===== src/pkg/disp_cfg_pkg.sv =====
// Constants and types for the clamp, coast and output configuration bank
// Summary of operation
// - Red, green, blue clamp bits pick ground (0) or midscale (1); reset 0.
// - Coast enable resets 1; enabled coast uses the selected vertical sync source.
// - Polarity override resets 0; user polarity applies only while coast disabled.
// - Coast polarity resets 1; 0 active low, 1 active high, honored when overridden.
// - Precoast count, reset 0, asserts coast that many hsync edges before vsync.
// - Postcoast count, reset 0, extends coast that many hsync periods after vsync.
// - Drive field: bit 7 high gives high, 01 medium, 00 low; reset 11.
// - Bandwidth bit picks 10 MHz (0) or 300 MHz (1) front end.
// - Clock invert, reset 0, acts only in digital interface mode.
// - Three-state bit, reset 0, floats red, green, blue and sync outputs.
// - Bit 2 gives the protection slave address bit; reset 0.
// - Power bit active low: 0 power-down, 1 normal; reset 1.
// - Format bit picks 4:4:4 (0) or 4:2:2 (1), 16 data lines.
// - In 4:2:2 green carries luma, red alternates chroma, blue floats.
// - Status bit 7 shows hsync transitions; 0 when static.
// - Status bit 6 shows sync-on-green activity, video may set it.
// - Status bit 5 shows vsync transitions; 0 when static.
// - Status bit 4 shows digital link clock activity.
// - Analog detect is OR of bits 7..5; digital detect is bit 4.
// - With vsync override, select 0 takes vsync pin, 1 sync separator.
package disp_cfg_pkg;
  localparam logic [7:0] ADDR_CTL = 8'h11;
  localparam logic [7:0] ADDR_LEAD = 8'h12;
  localparam logic [7:0] ADDR_TRAIL = 8'h13;
  localparam logic [7:0] ADDR_FMT = 8'h14;
  localparam logic [7:0] ADDR_STAT = 8'h15;
  localparam int CTL_CLAMP_LO = 4;
  localparam int CTL_COAST_EN = 3;
  localparam int CTL_POL_OVR = 2;
  localparam int CTL_POL = 1;
  localparam int FMT_DRV_HI = 7;
  localparam int FMT_DRV_LO = 6;
  localparam int FMT_BW = 5;
  localparam int FMT_CLKINV = 4;
  localparam int FMT_TRI = 3;
  localparam int FMT_ADDR = 2;
  localparam int FMT_PWR = 1;
  localparam int FMT_422 = 0;
  localparam logic [7:0] CTL_RST = 8'h0A;
  localparam logic [7:0] CTL_MASK = 8'hFE;
  localparam logic [7:0] LEAD_RST = 8'h00;
  localparam logic [7:0] TRAIL_RST = 8'h00;
  localparam logic [7:0] FMT_RST = 8'hE2;
  localparam logic [1:0] DRV_LOW = 2'h0;
  localparam logic [1:0] DRV_MED = 2'h1;
  localparam logic [1:0] DRV_HIGH = 2'h2;
  localparam int CLK_PERIOD_NS = 100;
  localparam int ACT_TIMEOUT_NS = 100000;
  localparam int ACT_TIMEOUT_CYC = ACT_TIMEOUT_NS / CLK_PERIOD_NS;
  typedef struct packed {
    logic hsync;
    logic green_embedded_sync;
    logic vsync;
    logic link_clk;
  } sync_in_t;
  typedef struct packed {
    logic [7:0] r;
    logic [7:0] g;
    logic [7:0] b;
  } pixel_t;
endpackage


===== src/verilog/clamp_coast_output_config_regs.sv =====
// Clamp, coast, output format and activity status register bank
`timescale 1ns/1ps
module clamp_coast_output_config_regs import disp_cfg_pkg::*; #(
  parameter int ACT_TO = ACT_TIMEOUT_CYC,
  parameter int LINE_W = 12
) (
  input wire logic clk_sys,
  input wire logic resetn,
  input wire logic [7:0] reg_addr,
  input wire logic [7:0] reg_wdata,
  input wire logic reg_wr,
  input wire logic reg_rd,
  output logic [7:0] reg_rdata,
  input wire sync_in_t act_pins,
  input wire logic sep_vsync,
  input wire logic vsync_override,
  input wire logic vsync_source_sel,
  input wire logic if_override,
  input wire logic if_select,
  input wire pixel_t pix_in,
  input wire logic pix_in_valid,
  output pixel_t pix_out,
  output logic pix_out_valid,
  output logic [2:0] clamp_mid,
  output logic coast_pll,
  output logic coast_active_high,
  output logic [1:0] drive_strength,
  output logic analog_bw_wide,
  output logic out_clk_invert,
  output logic red_oe_n,
  output logic green_oe_n,
  output logic blue_oe_n,
  output logic sync_oe_n,
  output logic protect_addr_bit,
  output logic chip_sleep_ctrl_n,
  output logic format_422,
  output logic active_if,
  output logic seek_mode
);
  localparam int CW = $clog2(ACT_TO + 1);
  localparam logic [CW-1:0] ACT_LOAD = CW'(ACT_TO);

  logic [1:0] rst_q;
  logic rst_n;
  logic [7:0] ctl_r;
  logic [7:0] lead_r;
  logic [7:0] trail_r;
  logic [7:0] fmt_r;
  logic [3:0] pin_v;
  logic [3:0] s1_r;
  logic [3:0] s2_r;
  logic [3:0] s3_r;
  logic [3:0] act_r;
  logic [CW-1:0] act_cnt [4];
  logic [7:0] stat;
  logic ai_nxt;
  logic vsel_nxt;
  logic vsel_r;
  logic vprev_r;
  logic h_rise;
  logic [LINE_W-1:0] lines_r;
  logic [LINE_W-1:0] frame_r;
  logic [7:0] post_r;
  logic pre;
  logic coast_raw;
  logic phase_r;

  // Reset release through two flops
  always_ff @(posedge clk_sys or negedge resetn) begin
    if (!resetn) begin
      rst_q <= 2'h0;
    end else begin
      rst_q <= {rst_q[0], 1'b1};
    end
  end
  assign rst_n = rst_q[1];

  // Register writes
  always_ff @(posedge clk_sys or negedge rst_n) begin
    if (!rst_n) begin
      ctl_r <= CTL_RST;
      lead_r <= LEAD_RST;
      trail_r <= TRAIL_RST;
      fmt_r <= FMT_RST;
    end else if (reg_wr) begin
      case (reg_addr)
        ADDR_CTL: ctl_r <= reg_wdata & CTL_MASK;
        ADDR_LEAD: lead_r <= reg_wdata;
        ADDR_TRAIL: trail_r <= reg_wdata;
        ADDR_FMT: fmt_r <= reg_wdata;
        default: ;
      endcase
    end
  end

  // Register reads, answered one edge after the strobe
  assign stat = {act_r, active_if, 3'h0};
  always_ff @(posedge clk_sys or negedge rst_n) begin
    if (!rst_n) begin
      reg_rdata <= 8'h00;
    end else if (reg_rd) begin
      case (reg_addr)
        ADDR_CTL: reg_rdata <= ctl_r;
        ADDR_LEAD: reg_rdata <= lead_r;
        ADDR_TRAIL: reg_rdata <= trail_r;
        ADDR_FMT: reg_rdata <= fmt_r;
        ADDR_STAT: reg_rdata <= stat;
        default: reg_rdata <= 8'h00;
      endcase
    end
  end

  // Activity detectors: bit 3 hsync, 2 green sync, 1 vsync, 0 link clock
  assign pin_v = act_pins;
  for (genvar i = 0; i < 4; i++) begin : g_act
    always_ff @(posedge clk_sys or negedge rst_n) begin
      if (!rst_n) begin
        s1_r[i] <= 1'b0;
        s2_r[i] <= 1'b0;
        s3_r[i] <= 1'b0;
        act_cnt[i] <= '0;
        act_r[i] <= 1'b0;
      end else begin
        s1_r[i] <= pin_v[i];
        s2_r[i] <= s1_r[i];
        s3_r[i] <= s2_r[i];
        if (s2_r[i] != s3_r[i]) begin
          act_cnt[i] <= ACT_LOAD;
          act_r[i] <= 1'b1;
        end else if (act_cnt[i] != '0) begin
          act_cnt[i] <= act_cnt[i] - 1'b1;
        end else begin
          act_r[i] <= 1'b0;
        end
      end
    end
  end

  // Active interface choice
  always_comb begin
    if (if_override || (|act_r[3:1] && act_r[0])) begin
      ai_nxt = if_select;
    end else begin
      ai_nxt = act_r[0];
    end
  end

  always_ff @(posedge clk_sys or negedge rst_n) begin
    if (!rst_n) begin
      active_if <= 1'b0;
      seek_mode <= 1'b0;
    end else begin
      active_if <= ai_nxt;
      seek_mode <= !if_override && !(|act_r);
    end
  end

  // Vertical sync source for coast
  always_comb begin
    if (vsync_override) begin
      vsel_nxt = vsync_source_sel ? sep_vsync : s2_r[1];
    end else begin
      vsel_nxt = act_r[1] ? s2_r[1] : sep_vsync;
    end
  end
  assign h_rise = s2_r[3] && !s3_r[3];

  always_ff @(posedge clk_sys or negedge rst_n) begin
    if (!rst_n) begin
      vsel_r <= 1'b0;
      vprev_r <= 1'b0;
    end else begin
      vsel_r <= vsel_nxt;
      vprev_r <= vsel_r;
    end
  end

  // Lines per frame, used to open coast ahead of vsync
  always_ff @(posedge clk_sys or negedge rst_n) begin
    if (!rst_n) begin
      lines_r <= '0;
      frame_r <= '0;
    end else if (vsel_r && !vprev_r) begin
      frame_r <= lines_r;
      lines_r <= '0;
    end else if (h_rise && (lines_r != '1)) begin
      lines_r <= lines_r + 1'b1;
    end
  end
  assign pre = (frame_r != '0) && ((lines_r + LINE_W'(lead_r)) >= frame_r);

  // Hsync periods after vsync
  always_ff @(posedge clk_sys or negedge rst_n) begin
    if (!rst_n) begin
      post_r <= 8'h00;
    end else if (!vsel_r && vprev_r) begin
      post_r <= trail_r;
    end else if (h_rise && (post_r != 8'h00)) begin
      post_r <= post_r - 8'h01;
    end
  end
  assign coast_raw = vsel_r || pre || (post_r != 8'h00);

  // Coast to the PLL and its polarity
  always_ff @(posedge clk_sys or negedge rst_n) begin
    if (!rst_n) begin
      coast_pll <= 1'b0;
      coast_active_high <= 1'b1;
    end else begin
      coast_pll <= ctl_r[CTL_COAST_EN] && coast_raw;
      if (!ctl_r[CTL_COAST_EN] && ctl_r[CTL_POL_OVR]) begin
        coast_active_high <= ctl_r[CTL_POL];
      end else begin
        coast_active_high <= 1'b1;
      end
    end
  end

  // Static controls
  always_ff @(posedge clk_sys or negedge rst_n) begin
    if (!rst_n) begin
      clamp_mid <= 3'h0;
      drive_strength <= DRV_HIGH;
      analog_bw_wide <= 1'b1;
      out_clk_invert <= 1'b0;
      protect_addr_bit <= 1'b0;
      chip_sleep_ctrl_n <= 1'b1;
      format_422 <= 1'b0;
    end else begin
      clamp_mid <= ctl_r[CTL_CLAMP_LO +: 3];
      if (fmt_r[FMT_DRV_HI]) begin
        drive_strength <= DRV_HIGH;
      end else begin
        drive_strength <= fmt_r[FMT_DRV_LO] ? DRV_MED : DRV_LOW;
      end
      analog_bw_wide <= fmt_r[FMT_BW];
      out_clk_invert <= fmt_r[FMT_CLKINV] && active_if;
      protect_addr_bit <= fmt_r[FMT_ADDR];
      chip_sleep_ctrl_n <= fmt_r[FMT_PWR];
      format_422 <= fmt_r[FMT_422];
    end
  end

  // Output enables, low while driving
  always_ff @(posedge clk_sys or negedge rst_n) begin
    if (!rst_n) begin
      red_oe_n <= 1'b1;
      green_oe_n <= 1'b1;
      blue_oe_n <= 1'b1;
      sync_oe_n <= 1'b1;
    end else begin
      red_oe_n <= fmt_r[FMT_TRI];
      green_oe_n <= fmt_r[FMT_TRI];
      blue_oe_n <= fmt_r[FMT_TRI] || fmt_r[FMT_422];
      sync_oe_n <= fmt_r[FMT_TRI];
    end
  end

  // Pixel packing; 4:2:2 alternates chroma on red, blue first
  always_ff @(posedge clk_sys or negedge rst_n) begin
    if (!rst_n) begin
      pix_out <= '0;
      pix_out_valid <= 1'b0;
      phase_r <= 1'b0;
    end else begin
      pix_out_valid <= pix_in_valid;
      if (!pix_in_valid) begin
        phase_r <= 1'b0;
      end else if (fmt_r[FMT_422]) begin
        pix_out.g <= pix_in.g;
        pix_out.r <= phase_r ? pix_in.r : pix_in.b;
        pix_out.b <= 8'h00;
        phase_r <= !phase_r;
      end else begin
        pix_out <= pix_in;
      end
    end
  end
endmodule // clamp_coast_output_config_regs


===== config.mk =====
export PLATFORM = sky130hd
export DESIGN_NAME = clamp_coast_output_config_regs
export DESIGN_NICKNAME = d
export VERILOG_FILES = /design/src/pkg/disp_cfg_pkg.sv /design/src/verilog/clamp_coast_output_config_regs.sv
export SDC_FILE = /design/constraint.sdc
export NUM_CORES = 1
export LEC_CHECK = 0
export BUFFER_PORTS_ARGS = -buffer_cell sky130_fd_sc_hd__clkbuf_2
export CORE_MARGIN = 2
export CORE_UTILIZATION = 25
export DETAILED_ROUTE_END_ITERATION = 16
export GPL_TIMING_DRIVEN = 1
export HOLD_SLACK_MARGIN = 0.03
export PLACE_DENSITY = 0.51
export RECOVER_POWER = 25
export SYNTH_ARGS = -nofsm -noshare
export SYNTH_HDL_FRONTEND = slang
export SYNTH_SLANG_ARGS = --single-unit
export TNS_END_PERCENT = 30

===== constraint.sdc =====
create_clock -name clk_sys -period 6.2 [get_ports clk_sys]
set_input_delay 0.62 -clock clk_sys [delete_from_list [all_inputs] [get_ports clk_sys]]
set_output_delay 0.62 -clock clk_sys [all_outputs]
set_load 0.01 [all_outputs]

==> key figures, run 1 <==
Run status
  • Outcome: complete, but fails checks
  • Violated checks: capacitance limit, slew limit

Critical path
  • Worst setup EP type: asynchronous set/reset pin
  • Critical path origin: rst_q[1]
  • Crit-path cells: buf_4
  • Critical path's largest stage delay: 1990 ps
  • Required @ worst endpoint: 6670 ps
  • FF-to-FF path depth: 1
  • Crit path DAT: 3380 ps
  • Buf/Inv on CP: 1
  • R2r startpoint: rst_q[1]
  • Critical Path Slowest Stage Cell: dfrtp_1
  • Reg2Reg Setup Slack: 3290 ps
  • Crit-path max FO: 62
  • Critical path class: reg2async
  • CP startpoint kind: register
  • Crit path depth: 1
  • Crit path max-delay family: flip-flops

Yosys
  • Syn_nets: 848
  • Sequential share of the synthesized area: 0.530
  • Yosys reg bits: 173
  • Post-synth EDFFs: 0
  • Top_reg_cell synth: dfrtp_1
  • Mapped cell area: 0.00819 sq mm
  • Syn. warnings: 0
  • Synth async-reset ratio: 1.00
  • Avg Inst Size Synth: 10.7 sq um
  • Gate Count Post-Synth: 765
  • Unique masters post-synth: 54

Finish
  • Area Growth Syn to Fin: 19.4%
  • Layout net count: 949
  • Filler Cell Count: 3414
  • Diode count: 0
  • Layout cells sized above 1: 0.234

Routing
  • DR DRC count: 0
  • Antenna viol nets, final: 0
  • Routed WL per cell: 14.5 um
  • 1st-pass router iterations: 4
  • Vias per inst: 4.41
  • Number of DRC markers in iteration 0: 258
  • Vias: 5829
  • DRT Wirelength: 19200 um

Timing
  • Final setup margin: 3290 ps
  • Fmax: 343 MHz
  • Setup Viol. Count Final: 0
  • Final Max Slew Viols: 105
  • Worst clock skew: 15.5 ps
  • Worst Tran Pin Value: 2430 ps
  • Unrepaired setup endpoints after global routing: no
  • Crit path time final: 2910 ps
  • Slew HR: -0.619
  • Setup TNS: 0 ps
  • Fin. Hold Viols: 0
  • Period utilisation layout: 0.470

Clocking
  • Clock buffer depth: 2
  • Total CTS buffers: 17
  • Max H-tree Level: 4
  • TritonCTS clock tree: yes
  • Root Buffer Master: clkbuf_16
  • Sink Count: 173
  • Post_cts resized: 0
  • Worst skew pair latency: 450 ps
  • Reg clk slew, reported paths: 70 ps

Place
  • Placed wire-length estimate: 14100 um
  • Gpl congestion: 0.811
  • Pre-CTS setup slack: 3380 ps
  • Port buffer count: 104

Die
  • # IOs: 105
  • Row cnt: 66
  • Die H: 185 um
  • Initial Util: 0.253
  • Core area: 0.0324 sq mm
  • Die width: 185 um
  • Die area: 0.0342 sq mm

Global route
  • Overflow after GRT: 0
  • GR Util All Layers: 0.118
  • Initial antenna violation count: 1
  • Vias in the first global route: 5822
  • Largest net degree at the start of global routing: 63
  • First-pass GRT wire length: 31300 um

Pwr
  • VDD IR max: 179 uV
  • Pwr Total: 2870 uW
  • Pwr Density: 293 mW/mm^2
  • Leak: 0.00437 uW

Worst hold path
  • Hold path startpoint: act_pins[1]
  • Hold Crit Depth: 1
  • Worst hold path class: in2reg

Run
  • Max-Cap Viols: 2
==> synthesized netlist by cell type, types with 9 or more instances <==
master | n | area [sq um]
a21oi_1 | 36 | 180
clkbuf_1 | 22 | 82.6
dfrtp_1 | 161 | 4030
dfstp_2 | 12 | 315
ha_1 | 28 | 350
inv_1 | 43 | 161
mux2_2 | 56 | 631
mux2i_1 | 13 | 130
nand2_1 | 71 | 267
nand2b_1 | 9 | 56.3
nand3_1 | 18 | 90.1
nand3b_1 | 9 | 67.6
nor2_1 | 61 | 229
nor2b_1 | 10 | 62.6
nor3_1 | 18 | 90.1
nor4_1 | 11 | 68.8
o21ai_0 | 39 | 195
or4_1 | 12 | 90.1
xnor2_1 | 23 | 201
xor2_1 | 16 | 140
==> worst paths after layout <==
check / to
worst min register to register: s2_r[3]
worst min-delay path: s1_r[1]
max in group clk_sys: coast_pll
worst max register to register: lines_r[7]
worst max-delay path: lines_r[7]
min in group asynchronous: rst_q[1]
==> final cells by class <==
| type | count | area (sq um) | area share |
|---|---|---|---|
| Sequential cell | 173 | 4340 | 0.444 |
| Tap cell | 442 | 553 | 0.0566 |
| Clock inverter | 15 | 169 | 0.0173 |
| Multi-Input combinational cell | 522 | 3570 | 0.365 |
| Inverter | 43 | 161 | 0.0165 |
| Timing Repair Buffer | 109 | 553 | 0.0566 |
| Clock buffer | 17 | 425 | 0.0435 |
==> metal layers <==
metal	vias up	GRT usage	part of all wire
met1	2820	0.157	0.46
li1	2882	-	-
met3	18	0.0332	0.050
met2	107	0.189	0.47
met5	-	0	0.00063
met4	2	0.0295	0.011
==> layout by cell type, fill, tap and decap left out, drive strengths merged, types with 3 or more instances in the layout <==
cell / n
o21ai: 40
or4: 13
dfstp: 12
a211o: 5
mux2i: 13
nor2: 61
or3b: 3
a31oi: 5
a22o: 6
nor3: 18
nand3b: 9
nor2b: 10
clkbuf: 122
mux2: 56
a21oi: 36
xor2: 16
or3: 8
nor3b: 6
o211ai: 3
buf: 3
nor4: 11
xnor2: 23
ha: 28
o22ai: 5
inv: 52
a211oi: 7
clkinv: 4
and2: 4
and3: 7
dfrtp: 161
nand2b: 9
nand4: 5
a22oi: 7
nand3: 18
nand2: 71
o31ai: 4
==> cell families after synthesis <==
logic type                 Yosys count  synth area share
AOI/OAI and AO/OA                  128            0.0976
xor gates and xnor gates            39            0.0417
adders and majority gates           29            0.0452
buffers and inverters               70            0.0335
DFF                                173             0.530
muxes                               69            0.0929
other                                1          0.000458
and+or+nand+nor                    256             0.158
==> metrics by stage <==
stage,instances,utilization,hold slack (ps),cell area [sq um]
6_report,1321,0.302,282,9780
5_1_grt,1321,0.302,258,9780
4_1_cts,1321,0.302,259,9790
3_5_place_dp,1288,0.284,335,9190
3_3_place_gp,1288,0.284,333,9190
2_1_floorplan,765,-,324,8190
==> registers in the layout, summed over array words and instances, names as in the netlist, 7 cells and up <==
name and cells:
lines_r 12, pix_out 24, frame_r 12, act_cnt 40
trail_r 8, ctl_r 7, reg_rdata 8, lead_r 8
post_r 8, fmt_r 8
==> repair_timing <==
| item | CTS | global route |
|---|---|---|
| setup buffers | 0 | 0 |
| hold endpoints to repair | 2 | 0 |
| hold buffers | 1 | 0 |
==> report_power, final <==
part	leakage, uW	internal, uW	total (uW)	switching, uW
Combinational	0.00199	205	450	244
Sequential	0.00210	1240	1340	107
Clock	0.000286	545	1080	532
(Power assumes the default switching activity.)
==> run 2, diff against run 1 <==
--- a/config.mk
+++ b/config.mk
@@ -5,13 +5,14 @@
 export SDC_FILE = /design/constraint.sdc
 export NUM_CORES = 1
 export LEC_CHECK = 0
+export ABC_AREA = 1
 export BUFFER_PORTS_ARGS = -buffer_cell sky130_fd_sc_hd__clkbuf_2
 export CORE_MARGIN = 2
 export CORE_UTILIZATION = 25
 export DETAILED_ROUTE_END_ITERATION = 16
 export GPL_TIMING_DRIVEN = 1
 export HOLD_SLACK_MARGIN = 0.03
-export PLACE_DENSITY = 0.51
+export PLACE_DENSITY = 0.52
 export RECOVER_POWER = 25
 export SYNTH_ARGS = -nofsm -noshare
 export SYNTH_HDL_FRONTEND = slang
==> constraint.sdc (replaced) <==
create_clock -name clk_sys -period 2.65 [get_ports clk_sys]
set_input_delay 0.265 -clock clk_sys [delete_from_list [all_inputs] [get_ports clk_sys]]
set_output_delay 0.265 -clock clk_sys [all_outputs]
set_load 0.01 [all_outputs]
==> run 2 against run 1 <==
The run still ends with capacitance limit, slew limit left. Cell count is 23% higher. Hold slack worse by 230 ps. Cell area is 6.4% higher. Power is 140% higher. Combinational power grew to 2.7 times the previous value. Synthesized area is 5.1% higher. Flip-flop and latch count stayed put. Setup slack worse by 3100 ps. Die area is 4.9% higher. Clock skew is 5.8 ps lower. Global-route usage is 0.35 points higher. Synthesized cell count is 35% higher. Critical endpoint is now coast_pll. Largest power group unchanged.
==> key figures, run 2 <==
Critical path
  • Critical path's largest stage delay: 410 ps (-1580 ps)
  • R2r startpoint: lead_r[2]
  • Crit-path max FO: 4 (-94%)
  • Crit-path cells: ha_1, a21oi_1, nand2_1, nand2_1, nand3_1, nand2_1, nand2_1, nand2_1, nand2_1, ha_1, nand2_1, nor2_2, and2_1, nand2_1, nand3_1, nand2_1, a21oi_1
  • Critical path origin: lead_r[2]
  • Required @ worst endpoint: 3000 ps (-3670 ps)
  • Worst setup EP type: register
  • Most used cell along the critical path: nand2_1
  • Critical Path Slowest Stage Cell: dfrtp_1
  • Crit path DAT: 2790 ps (-590 ps)
  • Critical path class: reg2reg
  • CP startpoint kind: register

Yosys
  • Gate Count Post-Synth: 1035 (+35%)
  • Area leader, netlist: dfrtp_1
  • Commonest cells in the netlist: nand2_1, dfrtp_1, inv_1
  • Most frequent cell after synthesis: nand2_1
  • Synth async-reset ratio: 1.00 (unchanged)
  • Avg Inst Size Synth: 8.31 sq um (-22%)
  • Sequential share of the synthesized area: 0.505 (-0.0255)
  • Unique masters post-synth: 44 (-19%)
  • Top_reg_cell synth: dfrtp_1
  • Syn. warnings: 0 (unchanged)
  • Top-area cell type share of the netlist area: 0.468 (-0.0237)
  • Post-synth EDFFs: 0 (unchanged)
  • Yosys reg bits: 173 (unchanged)
  • Syn_nets: 1118 (+32%)
  • Top cells by area, synth: dfrtp_1, nand2_1, inv_1, nand3_1, o21ai_0
  • Mapped cell area: 0.00860 sq mm (+5.1%)

Timing
  • Fmax: 409 MHz (+19%)
  • Worst Tran Pin Value: 1960 ps (-464 ps)
  • Hold_ws: 48.9 ps (-233 ps)
  • Final Max Slew Viols: 57 (-46%)
  • Setup Viol. Count Final: 0 (unchanged)
  • Period utilisation layout: 0.923 (+0.453)
  • Worst clock skew: 9.75 ps (-5.75 ps)
  • Slew HR: -0.310 (+0.309)
  • Fin. Hold Viols: 0 (unchanged)
  • Crit path time final: 2450 ps (-469 ps)
  • Setup TNS: 0 ps (unchanged)

Global route
  • M2 GR Usage: 0.201 (+0.0115)
  • Vias in the first global route: 6992 (+20%)
  • GR Util All Layers: 0.121 (+0.00354)
  • Overflow after GRT: 0 (unchanged)
  • Initial antenna violation count: 0 (-1)
  • GR met3 Demand/Resource: 0.0248 (-0.00839)
  • Largest net degree at the start of global routing: 50 (-21%)
  • Grt peak-use layer: met2
  • Met1 Use GR: 0.161 (+0.00406)
  • First-pass GRT wire length: 35200 um (+13%)

Clocking
  • TritonCTS clock tree: yes
  • Reg clk slew, reported paths: 70 ps (about the same)
  • Sink Count: 173 (unchanged)
  • Root Buffer Master: clkbuf_16
  • Worst skew pair latency: 430 ps (-20 ps)
  • Clock buffer depth: 2 (unchanged)
  • Max H-tree Level: 4 (unchanged)
  • Total CTS buffers: 17 (unchanged)

Die
  • # IOs: 105 (unchanged)
  • Die area: 0.0359 sq mm (+4.9%)
  • Die width: 190 um (+2.4%)
  • Die H: 190 um (+2.4%)
  • Initial Util: 0.255 (+0.00231)
  • Core area: 0.0337 sq mm (+4.1%)
  • Row cnt: 67 (+1.5%)

Finish
  • Most common cell after layout, fill and taps aside: nand2_1
  • Layout cells sized above 1: 0.155 (-0.0789)
  • Diode count: 0 (unchanged)
  • Max FFs per register: 40 (unchanged)
  • Largest regs: act_cnt (40), pix_out (24)
  • Most flop-heavy register: act_cnt
  • Commonest cells after routing, fill and taps aside: nand2_1, dfrtp_1, inv_1
  • Filler Cell Count: 3603 (+5.5%)
  • Layout net count: 1242 (+31%)
  • Area Growth Syn to Fin: 20.9%

Routing
  • Vias: 7028 (+21%)
  • 1st-pass router iterations: 5 (+1)
  • Vias per inst: 4.34 (-1.6%)
  • Number of DRC markers in iteration 0: 283 (+9.7%)
  • DRT Wirelength: 21100 um (+9.9%)
  • Routed WL per cell: 13.0 um (-10%)
  • DR DRC count: 0 (unchanged)
  • Antenna viol nets, final: 0 (unchanged)

Worst hold path
  • Worst hold path class: in2reg
  • Hold path startpoint: pix_in[13]

Place
  • Port buffer count: 104 (unchanged)
  • Placed wire-length estimate: 15900 um (+13%)
  • Gpl congestion: 0.823 (+1.5%)

Run status
  • Violated checks: capacitance limit, slew limit
  • Outcome: complete, but fails checks

Pwr
  • VDD IR max: 387 uV (+120%)
  • Pwr Density: 663 mW/mm^2 (+130%)
  • Leak: 0.00515 uW (+18%)

Run
  • Max-Cap Viols: 2 (unchanged)
==> run 2: cell types whose count changed after synthesis, moves of 13 or more <==
cell	previous run	this run
nand2_1	71	267
inv_1	43	142
nand3_1	18	86
mux2_2	56	0
o21ai_0	39	76
o21a_1	1	27
xnor2_1	23	5
mux2i_1	13	0
nand4_1	5	18
==> run 2: worst paths after layout <==
path | end | slack [ps] | cells after the start
worst max-delay path | coast_pll | 200 | 17
worst min register to register | rst_q[1] | 350 | 0
worst min-delay path | pix_out[13] | 50 | 3
worst max register to register | coast_pll | 200 | 17
min in group asynchronous | rst_q[1] | 150 | 2
max in group asynchronous | ctl_r[1] | 610 | 1
==> run 2: cell type report <==
class | count | area (sq um) | area share
clock buffer | 19 | 443 | 0.0426
clock inverter | 12 | 151 | 0.0146
inverter | 145 | 544 | 0.0523
multi-input combinational | 694 | 3600 | 0.346
sequential | 173 | 4340 | 0.418
tap | 448 | 561 | 0.0539
timing repair buffer | 128 | 758 | 0.0729
==> run 2: power breakdown <==
| part | switching, uW | internal (uW) |
|---|---|---|
| clock | 1120 | 1440 |
| combinational | 740 | 491 |
| sequential | 206 | 2900 |
| total | 2060 | 4830 |
==> run 2: worst max-delay path: cells and delay by family, from the launching register on <==
family                     cells  cell delay [ps]
AOI/OAI and AO/OA              2              280
adders and majority gates      2              670
DFF                            1              410
and+or+nand+nor               13             1020
==> run 2: cell families (layout without fill, tap and decap cells) <==
family | after synthesis | count (layout) | share of synthesized area
buf+inv | 168 | 304 | 0.0785
flops | 173 | 173 | 0.505
other cells | 1 | 1 | 0.000436
fa+ha+maj | 29 | 29 | 0.0430
compound gates | 154 | 154 | 0.101
xor+xnor | 21 | 21 | 0.0214
simple gates | 489 | 489 | 0.250
==> run 2: timing repair <==
action | in CTS | in global routing
gates resized for setup | 0 | 6
buffers inserted | 0 | 0
hold buffers | 12 | 0
setup endpoints to repair | 0 | 1
hold endpoints to repair | 13 | 0
==> run 2: metrics by stage <==
step | setup slack (ps) | utilization | cell area [sq um] | power [uW] | cells
floorplan | 296 | - | 8610 | 4000 | 1035
global placement | 159 | 0.287 | 9680 | 4360 | 1576
detailed placement | 99.2 | 0.287 | 9680 | 4390 | 1576
CTS | 83.4 | 0.309 | 10400 | 7000 | 1619
global route | -14.6 | 0.309 | 10400 | 7350 | 1619
finish | 205 | 0.309 | 10400 | 6890 | 1619
==> run 2: per-layer routing <==
metal / routed length [um] / up-vias
met5: 0 / -
met4: 362 / 0
met3: 592 / 24
met2: 9940 / 97
met1: 10200 / 3332
li1: - / 3575
